[config.mk]
export PLATFORM = sky130hd
export DESIGN_NAME = mcu_op_regs
export DESIGN_NICKNAME = d
export VERILOG_FILES = /design/src/mcu_regs_pkg.sv /design/src/mcu_op_regs.sv
export SDC_FILE = /design/constraint.sdc
export NUM_CORES = 1
export LEC_CHECK = 0
export ABC_AREA = 1
export CORE_MARGIN = 2
export CORE_UTILIZATION = 26
export DETAILED_ROUTE_END_ITERATION = 10
export DONT_BUFFER_PORTS = 1
export GPL_TIMING_DRIVEN = 0
export PLACE_DENSITY = 0.48
export SKIP_LAST_GASP = 1
export SYNTH_ARGS = -nofsm -noshare
export SYNTH_HDL_FRONTEND = slang
export SYNTH_SLANG_ARGS = --single-unit
[constraint.sdc]
create_clock -name pclk -period 9.1 [get_ports pclk]
set_clock_uncertainty 0.1 [all_clocks]
set_input_delay 1.82 -clock pclk [delete_from_list [all_inputs] [get_ports pclk]]
set_output_delay 1.82 -clock pclk [all_outputs]
set_load 0.1 [all_outputs]
[src/mcu_regs_pkg.sv]
// Constants, register indices and types for the operational register file.
package mcu_regs_pkg;

	// ----------------------------------------------------------------
	// Timing
	// ----------------------------------------------------------------
	localparam int unsigned PCLK_NS = 10;
	localparam int unsigned INSTR_NS = 20;
	localparam int unsigned PCLK_PER_INSTR = (INSTR_NS + PCLK_NS - 1) / PCLK_NS;
	localparam logic [3:0] WAIT_PLAIN = 4'(PCLK_PER_INSTR);
	localparam logic [3:0] WAIT_PCMOD = 4'(2 * PCLK_PER_INSTR);

	// ----------------------------------------------------------------
	// Register indices, byte address is four times the index
	// ----------------------------------------------------------------
	localparam logic [6:0] IDX_INDIRECT = 7'h00;
	localparam logic [6:0] IDX_TIMER = 7'h01;
	localparam logic [6:0] IDX_PC = 7'h02;
	localparam logic [6:0] IDX_STATUS = 7'h03;
	localparam logic [6:0] IDX_RAMSEL = 7'h04;
	localparam logic [6:0] IDX_PORTA = 7'h05;
	localparam logic [6:0] IDX_PORTB = 7'h06;
	localparam logic [6:0] IDX_IRQ = 7'h0F;
	localparam logic [6:0] IDX_RAM_LO = 7'h10;
	localparam logic [6:0] IDX_RAM_HI = 7'h3F;
	localparam logic [6:0] IDX_CTRL = 7'h40;
	localparam logic [6:0] IDX_MASK = 7'h41;
	localparam logic [6:0] IDX_OP = 7'h42;
	localparam logic [6:0] IDX_PCFULL = 7'h43;

	// ----------------------------------------------------------------
	// Fields and reset values
	// ----------------------------------------------------------------
	localparam int unsigned ST_C = 0;
	localparam int unsigned ST_AUX = 1;
	localparam int unsigned ST_Z = 2;
	localparam int unsigned ST_P = 3;
	localparam int unsigned ST_T = 4;
	localparam logic [7:0] STATUS_RST = 8'h18;
	localparam logic [7:0] STATUS_HW_MASK = 8'h18;
	localparam int unsigned CTL_EDGE_SEL = 4;
	localparam int unsigned CTL_SRC_SEL = 5;
	localparam int unsigned IRQ_TIMER = 0;
	localparam int unsigned IRQ_PORT = 1;
	localparam int unsigned IRQ_EXT = 2;
	localparam int unsigned IRQ_W = 3;
	localparam int unsigned RAMSEL_W = 6;
	localparam int unsigned PORTA_W = 4;
	localparam int unsigned PC_W = 10;
	localparam int unsigned STACK_DEPTH = 5;
	localparam int unsigned RAM_WORDS = 48;
	localparam int unsigned OP_ARG_LSB = 8;
	localparam logic [7:0] BYTE_MAX = 8'hFF;

	// ----------------------------------------------------------------
	// Operation codes written to the operation register
	// ----------------------------------------------------------------
	localparam logic [3:0] OP_JUMP = 4'h1;
	localparam logic [3:0] OP_CALL = 4'h2;
	localparam logic [3:0] OP_RET = 4'h3;
	localparam logic [3:0] OP_RET_LIT = 4'h4;
	localparam logic [3:0] OP_RET_IRQ = 4'h5;
	localparam logic [3:0] OP_ADD_PC = 4'h6;
	localparam logic [3:0] OP_MOV_PC = 4'h7;
	localparam logic [3:0] OP_SLEEP = 4'h8;
	localparam logic [3:0] OP_WDT_CLEAR = 4'h9;
	localparam logic [3:0] OP_WDT_TIMEOUT = 4'hA;

	typedef enum logic [1:0] {BUS_IDLE, BUS_WAIT, BUS_DONE} bus_state_t;

endpackage

[src/mcu_op_regs.sv]
// Operational register file of the small microcontroller core, reached over APB.
//
// Our own choices: register access over APB and the placing of the registers.
`timescale 1ns/10ps
// Behaviour
// - Held reset keeps everything idle
// - Indirect pointer accesses register at ram_select
// - Timer counts pin edges or instruction cycles
// - Timer reads and writes like any register
// - Reset clears the program counter
// - Program counter spans 1024 words
// - Jump loads low ten counter bits
// - Call loads target, pushes next address
// - All returns pop the top stack entry
// - Hardware stack holds five levels
// - Add accumulator to counter as offset
// - Move accumulator into low eight bits
// - Counter writes clear the upper bits
// - Counter modifying access takes extra cycle
// - Instruction cycle is two clock periods
// - Status carry, aux carry, zero bits
// - Power-down flag set, cleared by ops
// - Time-out flag set, cleared by timeout
// - Status top bits are plain storage
// - Ram select low six bits address
// - Port A four bits, B eight
// - Interrupt flags set by three events
// - External interrupt on falling edge
// - Software only clears interrupt flags
// - Flag read is ANDed with mask
// - Port B change wakes from sleep
// - Addresses 10 to 3F are RAM
// - Source select picks clock or pin
// - Each source's flag read gated by mask bit, port B wake is not
module mcu_op_regs (
	// Clock, reset and enable
	input wire logic pclk,
	input wire logic presetn,
	input wire logic clk_en,
	// APB slave
	input wire logic psel,
	input wire logic penable,
	input wire logic pwrite,
	input wire logic [8:0] paddr,
	input wire logic [31:0] pwdata,
	output logic [31:0] prdata,
	output logic pready,
	output logic pslverr,
	// Pins
	input wire logic timer_counter_pin,
	input wire logic ext_int_n,
	input wire logic [7:0] port_b_in,
	output logic [mcu_regs_pkg::PORTA_W-1:0] port_a_out,
	output logic [7:0] port_b_out,
	// Core state
	output logic [mcu_regs_pkg::PC_W-1:0] pc_out,
	output logic sleeping
);
	import mcu_regs_pkg::*;

	// ----------------------------------------------------------------
	// State
	// ----------------------------------------------------------------
	bus_state_t bus_ff;
	logic [3:0] wait_ff;
	logic pready_ff, pslverr_ff, phase_ff, sleep_ff;
	logic [31:0] prdata_ff;
	logic [7:0] timer_ff, status_ff, ramsel_ff, portb_ff, ctrl_ff;
	logic [PORTA_W-1:0] porta_ff;
	logic [IRQ_W-1:0] irq_ff, mask_ff;
	logic [PC_W-1:0] pc_ff;
	logic [PC_W-1:0] stack_ff [STACK_DEPTH];
	logic [7:0] ram_ff [RAM_WORDS];
	logic tpin_s1, tpin_s2, tpin_s3, ext_s1, ext_s2, ext_s3;
	logic [7:0] pb_s1, pb_s2, pb_s3;

	// ----------------------------------------------------------------
	// Address decode
	// ----------------------------------------------------------------
	wire [6:0] idx = paddr[8:2];
	wire [6:0] idx_eff = (idx == IDX_INDIRECT) ? {1'b0, ramsel_ff[RAMSEL_W-1:0]} : idx;
	wire is_ram = (idx_eff >= IDX_RAM_LO) && (idx_eff <= IDX_RAM_HI);
	wire [5:0] ram_idx = 6'(idx_eff - IDX_RAM_LO);
	// Indirect reach of 07..0E or of itself lands on nothing and reads zero.
	wire dead_ind = (idx == IDX_INDIRECT) && !is_ram && ((idx_eff > IDX_PORTB) && (idx_eff != IDX_IRQ)
		|| (idx_eff == IDX_INDIRECT));
	wire mapped = (paddr[1:0] == 2'b00) && ((idx <= IDX_PORTB) || (idx >= IDX_IRQ && idx <= IDX_PCFULL));
	wire fire = psel && penable && (bus_ff == BUS_DONE) && clk_en;
	wire wr = fire && pwrite && mapped && !dead_ind;
	wire wr_timer = wr && (idx_eff == IDX_TIMER);
	wire wr_pc = wr && (idx_eff == IDX_PC);
	wire wr_status = wr && (idx_eff == IDX_STATUS);
	wire wr_irq = wr && (idx_eff == IDX_IRQ);
	wire wr_op = wr && (idx == IDX_OP);
	wire [3:0] op = pwdata[3:0];
	wire [PC_W-1:0] op_arg = pwdata[OP_ARG_LSB +: PC_W];
	wire op_jump = wr_op && (op == OP_JUMP);
	wire op_call = wr_op && (op == OP_CALL);
	wire op_ret = wr_op && (op == OP_RET || op == OP_RET_LIT || op == OP_RET_IRQ);
	wire op_add = wr_op && (op == OP_ADD_PC);
	wire op_mov = wr_op && (op == OP_MOV_PC);
	wire op_sleep = wr_op && (op == OP_SLEEP);
	wire op_watchdog_clear_op = wr_op && (op == OP_WDT_CLEAR);
	wire op_wdto = wr_op && (op == OP_WDT_TIMEOUT);
	wire pw_op = pwdata[3:0] >= OP_JUMP && pwdata[3:0] <= OP_MOV_PC;
	wire pc_mod = pwrite && (idx_eff == IDX_PC || (idx == IDX_OP && pw_op));

	// ----------------------------------------------------------------
	// Read selection
	// ----------------------------------------------------------------
	wire [7:0] rd_byte =
		is_ram ? ram_ff[ram_idx] :
		idx_eff == IDX_TIMER ? timer_ff :
		idx_eff == IDX_PC ? pc_ff[7:0] :
		idx_eff == IDX_STATUS ? status_ff :
		idx_eff == IDX_RAMSEL ? ramsel_ff :
		idx_eff == IDX_PORTA ? {4'h0, porta_ff} :
		idx_eff == IDX_PORTB ? pb_s2 :
		idx_eff == IDX_IRQ ? {5'h00, irq_ff & mask_ff} :
		idx_eff == IDX_CTRL ? ctrl_ff :
		idx_eff == IDX_MASK ? {5'h00, mask_ff} : 8'h00;
	wire [31:0] rd_val = !mapped || dead_ind ? 32'h0000_0000 :
		idx == IDX_PCFULL ? {22'h00_0000, pc_ff} : {24'h00_0000, rd_byte};

	// ----------------------------------------------------------------
	// APB handshake
	// ----------------------------------------------------------------
	// Every access waits out one instruction cycle, and a counter-modifying access two, so that it lines up with the core's own pace.
	always_ff @(posedge pclk or negedge presetn) begin
		if (!presetn) begin
			bus_ff <= BUS_IDLE;
			wait_ff <= 4'h0;
			pready_ff <= 1'b0;
			pslverr_ff <= 1'b0;
			prdata_ff <= 32'h0000_0000;
		end else if (clk_en) begin
			case (bus_ff)
				BUS_IDLE: begin
					if (psel && penable) begin
						wait_ff <= pc_mod ? WAIT_PCMOD : WAIT_PLAIN;
						bus_ff <= BUS_WAIT;
					end
				end
				BUS_WAIT: begin
					if (wait_ff == 4'h1) begin
						pready_ff <= 1'b1;
						pslverr_ff <= !mapped;
						prdata_ff <= pwrite ? 32'h0000_0000 : rd_val;
						bus_ff <= BUS_DONE;
					end
					wait_ff <= wait_ff - 4'h1;
				end
				BUS_DONE: begin
					pready_ff <= 1'b0;
					pslverr_ff <= 1'b0;
					bus_ff <= BUS_IDLE;
				end
				default: bus_ff <= BUS_IDLE;
			endcase
		end
	end

	// ----------------------------------------------------------------
	// Pin synchronisers and event detection
	// ----------------------------------------------------------------
	always_ff @(posedge pclk or negedge presetn) begin
		if (!presetn) begin
			{tpin_s1, tpin_s2, tpin_s3} <= 3'h0;
			{ext_s1, ext_s2, ext_s3} <= 3'h7;
			{pb_s1, pb_s2, pb_s3} <= 24'h00_0000;
		end else if (clk_en) begin
			{tpin_s1, tpin_s2, tpin_s3} <= {timer_counter_pin, tpin_s1, tpin_s2};
			{ext_s1, ext_s2, ext_s3} <= {ext_int_n, ext_s1, ext_s2};
			{pb_s1, pb_s2, pb_s3} <= {port_b_in, pb_s1, pb_s2};
		end
	end
	wire instr_tick = phase_ff;
	// The third stage only remembers the settled level, so that edges can be seen.
	wire t_rise = tpin_s2 && !tpin_s3;
	wire t_fall = !tpin_s2 && tpin_s3;
	wire t_edge = ctrl_ff[CTL_EDGE_SEL] ? t_fall : t_rise;
	wire t_inc = ctrl_ff[CTL_SRC_SEL] ? t_edge : instr_tick;
	wire t_ovf = t_inc && (timer_ff == BYTE_MAX) && !wr_timer;
	wire ext_fall = ext_s3 && !ext_s2;
	wire pb_change = pb_s2 != pb_s3;
	wire [IRQ_W-1:0] irq_set = {ext_fall, pb_change, t_ovf};
	wire [IRQ_W-1:0] irq_keep = wr_irq ? pwdata[IRQ_W-1:0] : {IRQ_W{1'b1}};
	// Carry comes from the low byte only, since the accumulator add is an eight-bit operation.
	wire [8:0] add_sum = {1'b0, pc_ff[7:0]} + {1'b0, pwdata[OP_ARG_LSB +: 8]};
	wire [7:0] add_lo = add_sum[7:0];

	// ----------------------------------------------------------------
	// Timer, ports and controls
	// ----------------------------------------------------------------
	always_ff @(posedge pclk or negedge presetn) begin
		if (!presetn) begin
			phase_ff <= 1'b0;
			timer_ff <= 8'h00;
			ramsel_ff <= 8'h00;
			porta_ff <= 4'h0;
			portb_ff <= 8'h00;
			ctrl_ff <= 8'h00;
			mask_ff <= 3'h0;
			irq_ff <= 3'h0;
			sleep_ff <= 1'b0;
		end else if (clk_en) begin
			phase_ff <= !phase_ff;
			if (wr_timer)
				timer_ff <= pwdata[7:0];
			else if (t_inc)
				timer_ff <= timer_ff + 8'h01;
			if (wr && idx_eff == IDX_RAMSEL)
				ramsel_ff <= pwdata[7:0];
			if (wr && idx_eff == IDX_PORTA)
				porta_ff <= pwdata[PORTA_W-1:0];
			if (wr && idx_eff == IDX_PORTB)
				portb_ff <= pwdata[7:0];
			if (wr && idx == IDX_CTRL)
				ctrl_ff <= pwdata[7:0];
			if (wr && idx == IDX_MASK)
				mask_ff <= pwdata[IRQ_W-1:0];
			irq_ff <= (irq_ff & irq_keep) | irq_set;
			if (pb_change)
				sleep_ff <= 1'b0;
			else if (op_sleep)
				sleep_ff <= 1'b1;
		end
	end

	// ----------------------------------------------------------------
	// Status register
	// ----------------------------------------------------------------
	always_ff @(posedge pclk or negedge presetn) begin
		if (!presetn) begin
			status_ff <= STATUS_RST;
		end else if (clk_en) begin
			if (wr_status)
				status_ff <= (pwdata[7:0] & ~STATUS_HW_MASK) | (status_ff & STATUS_HW_MASK);
			else if (op_add) begin
				status_ff[ST_Z] <= (add_lo == 8'h00);
				status_ff[ST_C] <= add_sum[8];
			end
			if (op_sleep) begin
				status_ff[ST_P] <= 1'b0;
				status_ff[ST_T] <= 1'b1;
			end else if (op_watchdog_clear_op) begin
				status_ff[ST_P] <= 1'b1;
				status_ff[ST_T] <= 1'b1;
			end else if (op_wdto)
				status_ff[ST_T] <= 1'b0;
		end
	end

	// ----------------------------------------------------------------
	// Program counter and stack
	// ----------------------------------------------------------------
	// Computed jumps drop bits 8 and 9, so they only reach the first 256 words.
	always_ff @(posedge pclk or negedge presetn) begin
		if (!presetn) begin
			pc_ff <= '0;
		end else if (clk_en) begin
			if (op_jump || op_call)
				pc_ff <= op_arg;
			else if (op_ret)
				pc_ff <= stack_ff[0];
			else if (op_add)
				pc_ff <= {2'b00, add_lo};
			else if (op_mov)
				pc_ff <= {2'b00, pwdata[OP_ARG_LSB +: 8]};
			else if (wr_pc)
				pc_ff <= {2'b00, pwdata[7:0]};
		end
	end

	// A sixth nested call pushes the oldest entry out, there is no overflow flag.
	for (genvar i = 0; i < STACK_DEPTH; i++) begin : g_stack
		always_ff @(posedge pclk or negedge presetn) begin
			if (!presetn)
				stack_ff[i] <= '0;
			else if (clk_en && op_call)
				stack_ff[i] <= (i == 0) ? pc_ff + 10'h001 : stack_ff[(i == 0) ? 0 : i - 1];
			else if (clk_en && op_ret)
				stack_ff[i] <= stack_ff[(i == STACK_DEPTH - 1) ? i : i + 1];
		end
	end

	// ----------------------------------------------------------------
	// General purpose RAM
	// ----------------------------------------------------------------
	always_ff @(posedge pclk) begin
		if (clk_en && wr && is_ram)
			ram_ff[ram_idx] <= pwdata[7:0];
	end

	assign prdata = prdata_ff;
	assign pready = pready_ff;
	assign pslverr = pslverr_ff;
	assign port_a_out = porta_ff;
	assign port_b_out = portb_ff;
	assign pc_out = pc_ff;
	assign sleeping = sleep_ff;
endmodule // mcu_op_regs

* Word level (Yosys, flattened, before mapping)
Memory sizes are Yosys's and may differ from the RTL's. Cells that the tools add are included.
Storage, ports and cells: memories 1, word-level logic and storage cells 224, bits in writable memories 384, register bits after elaboration 182, output and inout port bits 57
Memory list:
- ram_ff | words 48, width 8, read ports 1, clocked after memory_dff 0, wr ports 1, line mcu_op_regs.sv:73 | logic [7:0] ram_ff [RAM_WORDS];
Operators by class: eq/ne operators 31, magnitude comparators 8, bitwise gates (word level) 4, $add $sub $neg 5, reduce and logical (&&, ||, !) cells 87, muxes and demuxes 55
Operators by type and width (count):
- 2-to-1 mux 10 bit | 16
- 2-to-1 mux 8 bit | 11
- == test 7 bit (second input constant) | 6
- logical AND 1 bit | 42
- AND reduction 2 bit | 12
- == test 7 x 3 -> 1 bit (second input constant) | 3
- == test 4 x 3 -> 1 bit (second input constant) | 4
- 2-to-1 mux 1 bit | 15
- == test 7 x 2 -> 1 bit (second input constant) | 2
- zero test 7 bit | 2
- == test 4 bit (second input constant) | 3
- AND reduction 3 bit | 4
- nonzero test 2 bit | 6
- adder 10 x 1 -> 10 bit (second input constant) | 1
- adder 8 x 8 -> 9 bit | 1
- 2-to-1 mux 3 bit | 3
- adder 8 x 1 -> 8 bit (second input constant) | 1
- == test 4 x 1 -> 1 bit (second input constant) | 2
- == test 4 x 2 -> 1 bit (second input constant) | 2
- == test 8 bit (second input constant) | 1
- zero test 1 bit | 8
- zero test 8 bit | 1
- 2-to-1 mux 2 bit | 4
- inequality test 8 bit | 1
- other kinds (29) | 39

* Depth between registers and ports, before layout
Gate-level depths: netlist (run 1).
depth in word-level cells 16, depth in mapped cells 26, mapped depth without buffers 25

* Least setup slack after synthesis (run 1)
Ideal clock, no wire load.
kind input to register, start input port paddr[7], end memory ram_ff[10][0], enable pin, buffers on the path 1, required time 8.617 ns, stages 19, arrival time 4.819 ns, path slack 3.798 ns, path through nor2_2 > nand2_2 > nor2_8 > nand2_1 > nand2_1 > clkbuf_1 > ha_1 > inv_1 > nor2_1 > inv_1 > nor2_1 > nand2_1 > nand2_1 > nand2_1 > nand3_4 > nand3_2 > nor2_2 > nand3_1 > nor3_1
On the way: cells in the longest elaborated chain, start to end 13, elaborated cells between the ends (all ways) 27, classes of those cells add/sub: 1; order compare: 6; eq/ne: 1; mux: 3; reduce/logical: 16
Ends and longest elaborated chain:
- start: declaration | line mcu_op_regs.sv:44 | input wire logic [8:0] paddr,
- zero test 7 bit | line mcu_op_regs.sv:81, mcu_op_regs.sv:85
- 2-to-1 mux 7 bit | line mcu_op_regs.sv:81 | wire [6:0] idx_eff = (idx == IDX_INDIRECT) ? {1'b0, ramsel_ff[RAMSEL_W-1:0]} : idx;
- greater-or-equal comparator 7 x 5 -> 1 bit or <= comparator 7 x 6 -> 1 bit (tied branches) | line mcu_op_regs.sv:82 | wire is_ram = (idx_eff >= IDX_RAM_LO) && (idx_eff <= IDX_RAM_HI);
- logical AND 1 bit | line mcu_op_regs.sv:82
- zero test 1 bit | line mcu_op_regs.sv:85 | wire dead_ind = (idx == IDX_INDIRECT) && !is_ram && ((idx_eff > IDX_PORTB) && (idx_eff != IDX_IRQ)
- logical AND 1 bit (2 in a row) | line mcu_op_regs.sv:85
- zero test 1 bit | line mcu_op_regs.sv:89 | wire wr = fire && pwrite && mapped && !dead_ind;
- logical AND 1 bit | line mcu_op_regs.sv:89
- logical AND 1 bit (2 in a row) | line mcu_op_regs.sv:291 | if (clk_en && wr && is_ram)
- 2-to-1 mux 1 bit | line mcu_op_regs.sv:291
- 2-to-1 mux 1 bit (implied by the code) | line mcu_op_regs.sv:292 | ram_ff[ram_idx] <= pwdata[7:0];
- end: declaration | line mcu_op_regs.sv:73
Parallel ways exist; a longest one is shown, timed or not.

* Worst setup path in the final report (run 1)
start input port paddr[7], end memory ram_ff[10][1], enable pin
The elaborated chain is that of the path after synthesis.

==> results of run 1 <==
[path summary, 6_finish.rpt]
| check | slack, ns | end | start |
|---|---|---|---|
| max in group asynchronous | 7.77 | status_ff[3] | presetn |
| setup reg to reg | 4.38 | ram_ff[10][1] | ramsel_ff[4] |
| setup / recovery | 3.08 | ram_ff[10][1] | paddr[7] |
| hold / removal | 0.37 | ext_s2 | ext_s2 |
| hold reg to reg | 0.37 | ext_s2 | ext_s2 |
| min in group asynchronous | 0.78 | pc_out[2] | presetn |
[per-layer routing]
| metal | wire (um) | vias up |
|---|---|---|
| met2 | 36890 | 585 |
| met1 | 32680 | 8633 |
| met3 | 5159 | 134 |
| met5 | 0 | - |
| met4 | 2421 | 0 |
| li1 | - | 8050 |
[state kept, by name (all words and copies together), names as in the netlist, 2 cells and up]
signal	cells
ramsel_ff	8
ctrl_ff	8
prdata	10
wait_ff	4
timer_ff	8
pb_s2	8
port_a_out	4
pb_s3	8
bus_ff	2
pc_out	10
port_b_out	8
status_ff	8
irq_ff	3
mask_ff	3
pb_s1	8
stack_ff	50
ram_ff	384
[worst register-to-register path, delay by kind of cell (launching register included)]
family | cells | cell delay, ns
flip-flops | 1 | 0.39
adder cells (fa/ha/maj) | 1 | 0.31
buffers and inverters | 5 | 1.08
AND/OR/NAND/NOR | 12 | 2.57
[final cells by class]
| cell class | instances | area (um2) |
|---|---|---|
| repair buffers | 2 | 10.01 |
| multi-input cells | 1490 | 7325 |
| clock buffers | 68 | 1476 |
| clock inverters | 34 | 349.1 |
| plain buffers | 115 | 554.3 |
| inverters | 143 | 536.8 |
| flip-flops and latches | 544 | 15540 |
| fillers | 9344 | 63970 |
| well taps | 1186 | 1484 |
[through the flow]
step,total power [W],utilization,area [um2]
after detailed placement,0.003303,0.2785,25420
after CTS,0.005594,0.2985,27240
after global placement,0.003292,0.2784,25410
final,0.005550,0.2989,27280
after floorplan,0.003158,-,23920
after global routing,0.005739,0.2989,27280
[power breakdown]
| part | switching (W) | internal (W) |
|---|---|---|
| clock | 0.00101 | 0.00128 |
| sequential | 0.000101 | 0.00271 |
| combinational | 0.000322 | 0.000126 |
[logic make-up after synthesis]
kind of cell | count (synthesis)
XOR/XNOR | 26
AND/OR/NAND/NOR | 1083
buffers and inverters | 258
other | 1
adder cells (fa/ha/maj) | 17
AO/OA/AOI/OAI | 342
flip-flops | 544
[layout by cell type (no fill, tap or decap), drive strengths merged, types with 2 or more instances in the layout]
cell type / count
a21oi: 58
a22oi: 3
a31oi: 19
buf: 45
bufinv: 4
clkbuf: 140
clkinv: 26
clkinvlp: 5
conb: 22
dfrtp: 155
dfstp: 5
edfxtp: 384
ha: 16
inv: 142
nand2: 718
nand3: 177
nand3b: 3
nand4: 12
nor2: 134
nor3: 29
nor4: 2
o2111ai: 4
o211ai: 19
o21ai: 125
o21bai: 3
o221ai: 84
o22a: 2
o22ai: 20
o32ai: 3
or2: 7
xnor2: 5
xor2: 21
==> key figures, run 1 <==
Status
  – Status: finished, final reports clean

Synth
  – Leading area contributor after synthesis: edfxtp_1
  – Yosys warns: 0
  – Synth async-reset ratio: 0.2941
  – Post-Synth Simple-Gate Area: 0.1911
  – Mapped cell area: 0.02384 mm2
  – Top cells by area, synth: edfxtp_1, dfrtp_1, nand2_1
  – Post-Synth Adder-Cell Area: 0.009236
  – Yosys cell types: 52
  – EDFF count, synth: 384
  – Combinational family with the most area after synthesis: simple AND/OR/NAND/NOR gates
  – Multiplexer share of the synthesized area: 0
  – Ys flop type: edfxtp_1
  – Seq/Total Area, Yosys: 0.6518
  – Post-Synth XOR/XNOR Area: 0.009551
  – Number of synthesized register bits: 544
  – Most instantiated library cell after synthesis: nand2_1
  – Synth top area share: 0.4836
  – Mean Syn Cell Area: 10.50 um2
  – Synth cell count leaders: nand2_1, edfxtp_1, nand3_1, dfrtp_1, inv_1
  – Complex-gate fraction of the synthesized area: 0.09241
  – Syn Inst Count: 2,271

Power
  – Lkg Pwr: 10.31 nW
  – PwrDens: 203.5 mW/mm2
  – Worst vdd ir: 155.8 uV

Worst setup path
  – Slowest CP cell: nor3_1
  – Worst path depth: 20
  – Crit-path leading delay family: simple AND/OR/NAND/NOR gates
  – CP max FO: 11
  – Crit path kind: in -> reg
  – R2r worst-path depth: 18
  – Startpoint types: primary input
  – Crit-path most repeated cell: nand2_1
  – Critical path required time: 9.36 ns
  – CP Data Arrival Time: 6.28 ns
  – Buf/Inv on CP: 4
  – Crit-path cells: nor2_2 -> nand2_2 -> nor2_8 -> nand2_1 -> nand2_1 -> clkbuf_1 -> ha_1 -> inv_1 -> nor2_1 -> inv_1 -> nor2_1 -> nand2_1 -> nand2_1 -> nand2_1 -> nand3_4 -> nand3_2 -> nor2_2 -> nand3_1 -> nor3_1 -> buf_2
  – Crit. End Element: flip-flop
  – Largest stage delay, worst path: 0.65 ns

Route
  – DR WL/cell: 21.54 um
  – Vias post-DR: 17,400
  – Post-DR vias/cell: 4.858
  – Routed WL: 77.15 mm
  – DRT antenna net count: 0
  – DRC viols: 0
  – Initial DRT Pass Iterations: 6
  – Initial DRC count: 1,746

Placed design
  – Post-DP HPWL: 53.59 mm
  – Port bufs: 0
  – Pre-CTS setup slack: 2.167 ns
  – GP Congestion: 0.8705
  – DP Cell Count: 3,479

Floorplan
  – Starting density of the core: 0.2613
  – Boundary pin count: 114
  – Core area: 0.09125 mm2
  – Floorplan row count: 111
  – Die H: 306.8 um
  – Die ar.: 0.09414 mm2
  – Die span in x: 306.8 um

Clocking
  – CTS tree: done
  – CTS Root Cell: clkbuf_16
  – Clock sinks: 544
  – Worst-path clk slew: 0.06 ns
  – Clk buf depth: 3
  – Setup Buffers After CTS: 0
  – # H-tree levels: 2
  – Total CTS buffers: 55
  – Worst-skew pair later-pin latency: 0.66 ns
  – CTS-repair resized insts: 0
  – Hold_buf cts: 0

Hold path
  – Worst Hold Class: reg -> reg
  – WHS Path Cells: 2

GRT
  – Met2 Use GR: 0.2712
  – Met3 usage: 0.03094
  – GR Util All Layers: 0.1622
  – First-pass GRT wire length: 114.2 mm
  – Largest net degree at the start of global routing: 161
  – Global route overflow: 0
  – Vias in the first global route: 16,980
  – Grt met1 use: 0.2113
  – Initial antenna violation count: 0
  – Most Crowded Layer GR: met2

Timing
  – Final setup viols: 0
  – Period utilization: 0.6613
  – Final Hold Fails: 0
  – Count of pins over their slew limit: 0
  – Fin Hold WS: 0.3676 ns
  – Max Clk Rate: 0.1662 GHz
  – Max-Slew Margin vs Limit: 0.1104
  – RSZ-0062 raised after global routing: no
  – Fin Setup TNS: 0 ns
  – Min Tclk post-route: 6.018 ns
  – Least-Margin Pin Slew: 1.324 ns
  – Fin worst setup slack: 3.082 ns

Final layout
  – Share of cells above drive strength 1: 0.07805
  – Layout Cells excl Fill: 3,582
  – Area Growth Syn to Fin: 14.40%
  – Final nets: 2,425
  – Antenna diodes: 0

Flow run
  – Max Cap Viol: 0
Power figures use the tool's default switching activity.
==> run 2: changes to the inputs <==
PLACE_DENSITY = 0.5   (was 0.48)
clock period = 4.9 ns   (was 9.1 ns; I/O delays follow)
==> key figures, run 2 (same netlist as run 1, synthesis figures left out) <==
Final layout
  – Share of cells above drive strength 1: 0.08970 (+0.01165)
  – Layout Cells excl Fill: 3,585 (+0.084%)
  – Final nets: 2,427 (+0.082%)
  – Max reg flops: 384 (unchanged)
  – Most frequent cells in the layout: nand2_1, edfxtp_1, nand3_1
  – Top reg by flops: ram_ff
  – Commonest non-fill, non-tap cell in the layout: nand2_1
  – Top flop regs: ram_ff (384), stack_ff (50)
  – Area Growth Syn to Fin: 15.02%
  – Design area: 0.02743 mm2 (+0.55%)

Timing
  – Final setup viols: 0 (unchanged)
  – Max-Slew Margin vs Limit: 0.2086 (+0.09815)
  – Min Tclk post-route: 4.682 ns
  – RSZ-0062 raised after global routing: yes
  – Least-Margin Pin Slew: 1.187 ns (-0.1370 ns)
  – Period utilization: 0.9556
  – Fin Setup TNS: 0 ns (unchanged)
  – Fin Hold WS: 0.07795 ns (-0.2897 ns)
  – Final Hold Fails: 0 (unchanged)
  – Max Clk Rate: 0.2136 GHz
  – Count of pins over their slew limit: 0 (unchanged)

Route
  – DR WL/cell: 21.26 um (-1.3%)
  – DRT antenna net count: 0 (unchanged)
  – Post-DR vias/cell: 4.803 (-1.1%)
  – Initial DRC count: 1,634 (-6.4%)
  – DRC viols: 0 (unchanged)
  – Routed WL: 76.23 mm (-1.2%)
  – Initial DRT Pass Iterations: 5 (-1)
  – Vias post-DR: 17,220 (-1.1%)

Power
  – Pwr Total: 0.01030 W (+86%)
  – PwrDens: 375.4 mW/mm2 (+85%)
  – Lkg Pwr: 10.34 nW (+0.30%)
  – Seq pwr share: 0.507 (about the same)
  – Worst vdd ir: 309.6 uV (+99%)
  – Switching power: 0.002683 W (+87%)
  – Combinational share of power: 0.084 (+0.003)
  – Clock power share: 0.409 (-0.004)
  – Switching Fraction: 0.2606 (+0.001681)
  – Int Pwr: 0.007613 W (+85%)

Floorplan
  – Die ar.: 0.09414 mm2 (unchanged)
  – Starting density of the core: 0.2613 (unchanged)
  – Die H: 306.8 um (unchanged)
  – Core area: 0.09125 mm2 (unchanged)
  – Die span in x: 306.8 um (unchanged)
  – Floorplan row count: 111 (unchanged)
  – Boundary pin count: 114 (unchanged)

Clocking
  – Worst-skew pair later-pin latency: 0.65 ns (about the same)
  – Clk buf depth: 3 (unchanged)
  – Total CTS buffers: 55 (unchanged)
  – # H-tree levels: 2 (unchanged)
  – CTS tree: done
  – CTS Root Cell: clkbuf_16
  – Worst-path clk slew: 0.06 ns (about the same)
  – Clock sinks: 544 (unchanged)

GRT
  – Global route overflow: 0 (unchanged)
  – Vias in the first global route: 16,760 (-1.3%)
  – First-pass GRT wire length: 112.3 mm (-1.7%)
  – Initial antenna violation count: 0 (unchanged)
  – Largest net degree at the start of global routing: 156 (-3.1%)
  – GR Util All Layers: 0.1607 (-0.001436)

Worst setup path
  – CP max FO: 11 (unchanged)
  – Startpoint types: primary input
  – Crit path kind: in -> reg
  – CP Data Arrival Time: 4.82 ns (-1.46 ns)
  – Crit. End Element: flip-flop
  – Critical path required time: 5.04 ns (-4.32 ns)

Placed design
  – GP Congestion: 0.8694 (-0.13%)
  – Port bufs: 0 (unchanged)
  – Placed cell areas: 0.02543 mm2 (about the same)
  – Post-DP HPWL: 51.93 mm (-3.1%)
  – DP Cell Count: 3,480 (+0.029%)

Hold path
  – Worst Hold Class: in -> async

Status
  – Status: finished, final reports clean

Flow run
  – Max Cap Viol: 0 (unchanged)
[run 2: per-stage QoR]
| stage | util | setup WS (ns) |
|---|---|---|
| floorplan | - | 0.4378 |
| global placement | 0.2784 | -1.212 |
| detailed placement | 0.2787 | -1.153 |
| CTS | 0.2991 | -0.09068 |
| global route | 0.3005 | -0.01408 |
| finish | 0.3006 | 0.2175 |
[run 2: worst paths after layout]
| check | startpoint | end | slack, ns | cells past startpoint |
|---|---|---|---|---|
| worst min-delay path | presetn | status_ff[4] | 0.08 | 0 |
| worst min register to register | ext_s2 | ext_s2 | 0.36 | 2 |
| max in group asynchronous | presetn | port_b_out[6] | 3.77 | 1 |
| worst max register to register | ramsel_ff[4] | ram_ff[34][1] | 0.65 | 17 |
| worst max-delay path | paddr[7] | ram_ff[34][1] | 0.22 | 19 |
| min in group pclk | ext_int_n | ext_s1 | 0.33 | 2 |
[run 2: cell type report]
cell class | count | area [um2]
Clock inverter | 28 | 285.3
Antenna cell | 2 | 5.005
Tap cell | 1186 | 1484
Inverter | 143 | 536.8
Buffer | 115 | 555.5
Fill cell | 9335 | 63820
Sequential cell | 544 | 15540
Multi-Input combinational cell | 1490 | 7445
Timing Repair Buffer | 4 | 57.56
Clock buffer | 73 | 1515
[run 2: worst max-delay path, stage by stage]
cell and delay, ns:
nor2_2 0.16, nand2_2 0.12, nor2_8 0.24, nand2_1 0.08
nand2_1 0.12, clkbuf_2 0.33, ha_1 0.25, inv_1 0.07
nor2_1 0.10, inv_1 0.06, nor2_1 0.10, nand2_1 0.09
nand2_1 0.07, nand2_1 0.08, nand3_4 0.18, nand3_2 0.24
nor2_2 0.39, nand2_1 0.32, nor2_1 0.80
[run 2: power groups by stage]
stage	Combinational [W]	Sequential [W]	Clock (W)
3_5_place_dp	0.000827	0.00531	0
5_1_grt	0.000953	0.00523	0.00446
6_report	0.000866	0.00522	0.00421
4_1_cts	0.000861	0.00522	0.00429
3_3_place_gp	0.000823	0.00531	0
2_1_floorplan	0.000577	0.00529	0
[run 2: repair_timing]
item / 4_1_cts / 5_1_grt
endpoints found under the hold margin: 155 / 0
setup buffers: 0 / 1
endpoints found under the setup margin: 100 / 379
gates cloned: 0 / 0
gates resized for setup: 7 / 35
pin swaps: 0 / 1
hold buffers: 1 / 0
[run 2: routing by layer]
layer | share of wire | vias up | track usage
met5 | 0 | - | 0
met4 | 0.035 | 0 | 0.05917
met3 | 0.068 | 120 | 0.03522
met2 | 0.46 | 577 | 0.2549
met1 | 0.44 | 8479 | 0.2154
li1 | - | 8043 | -
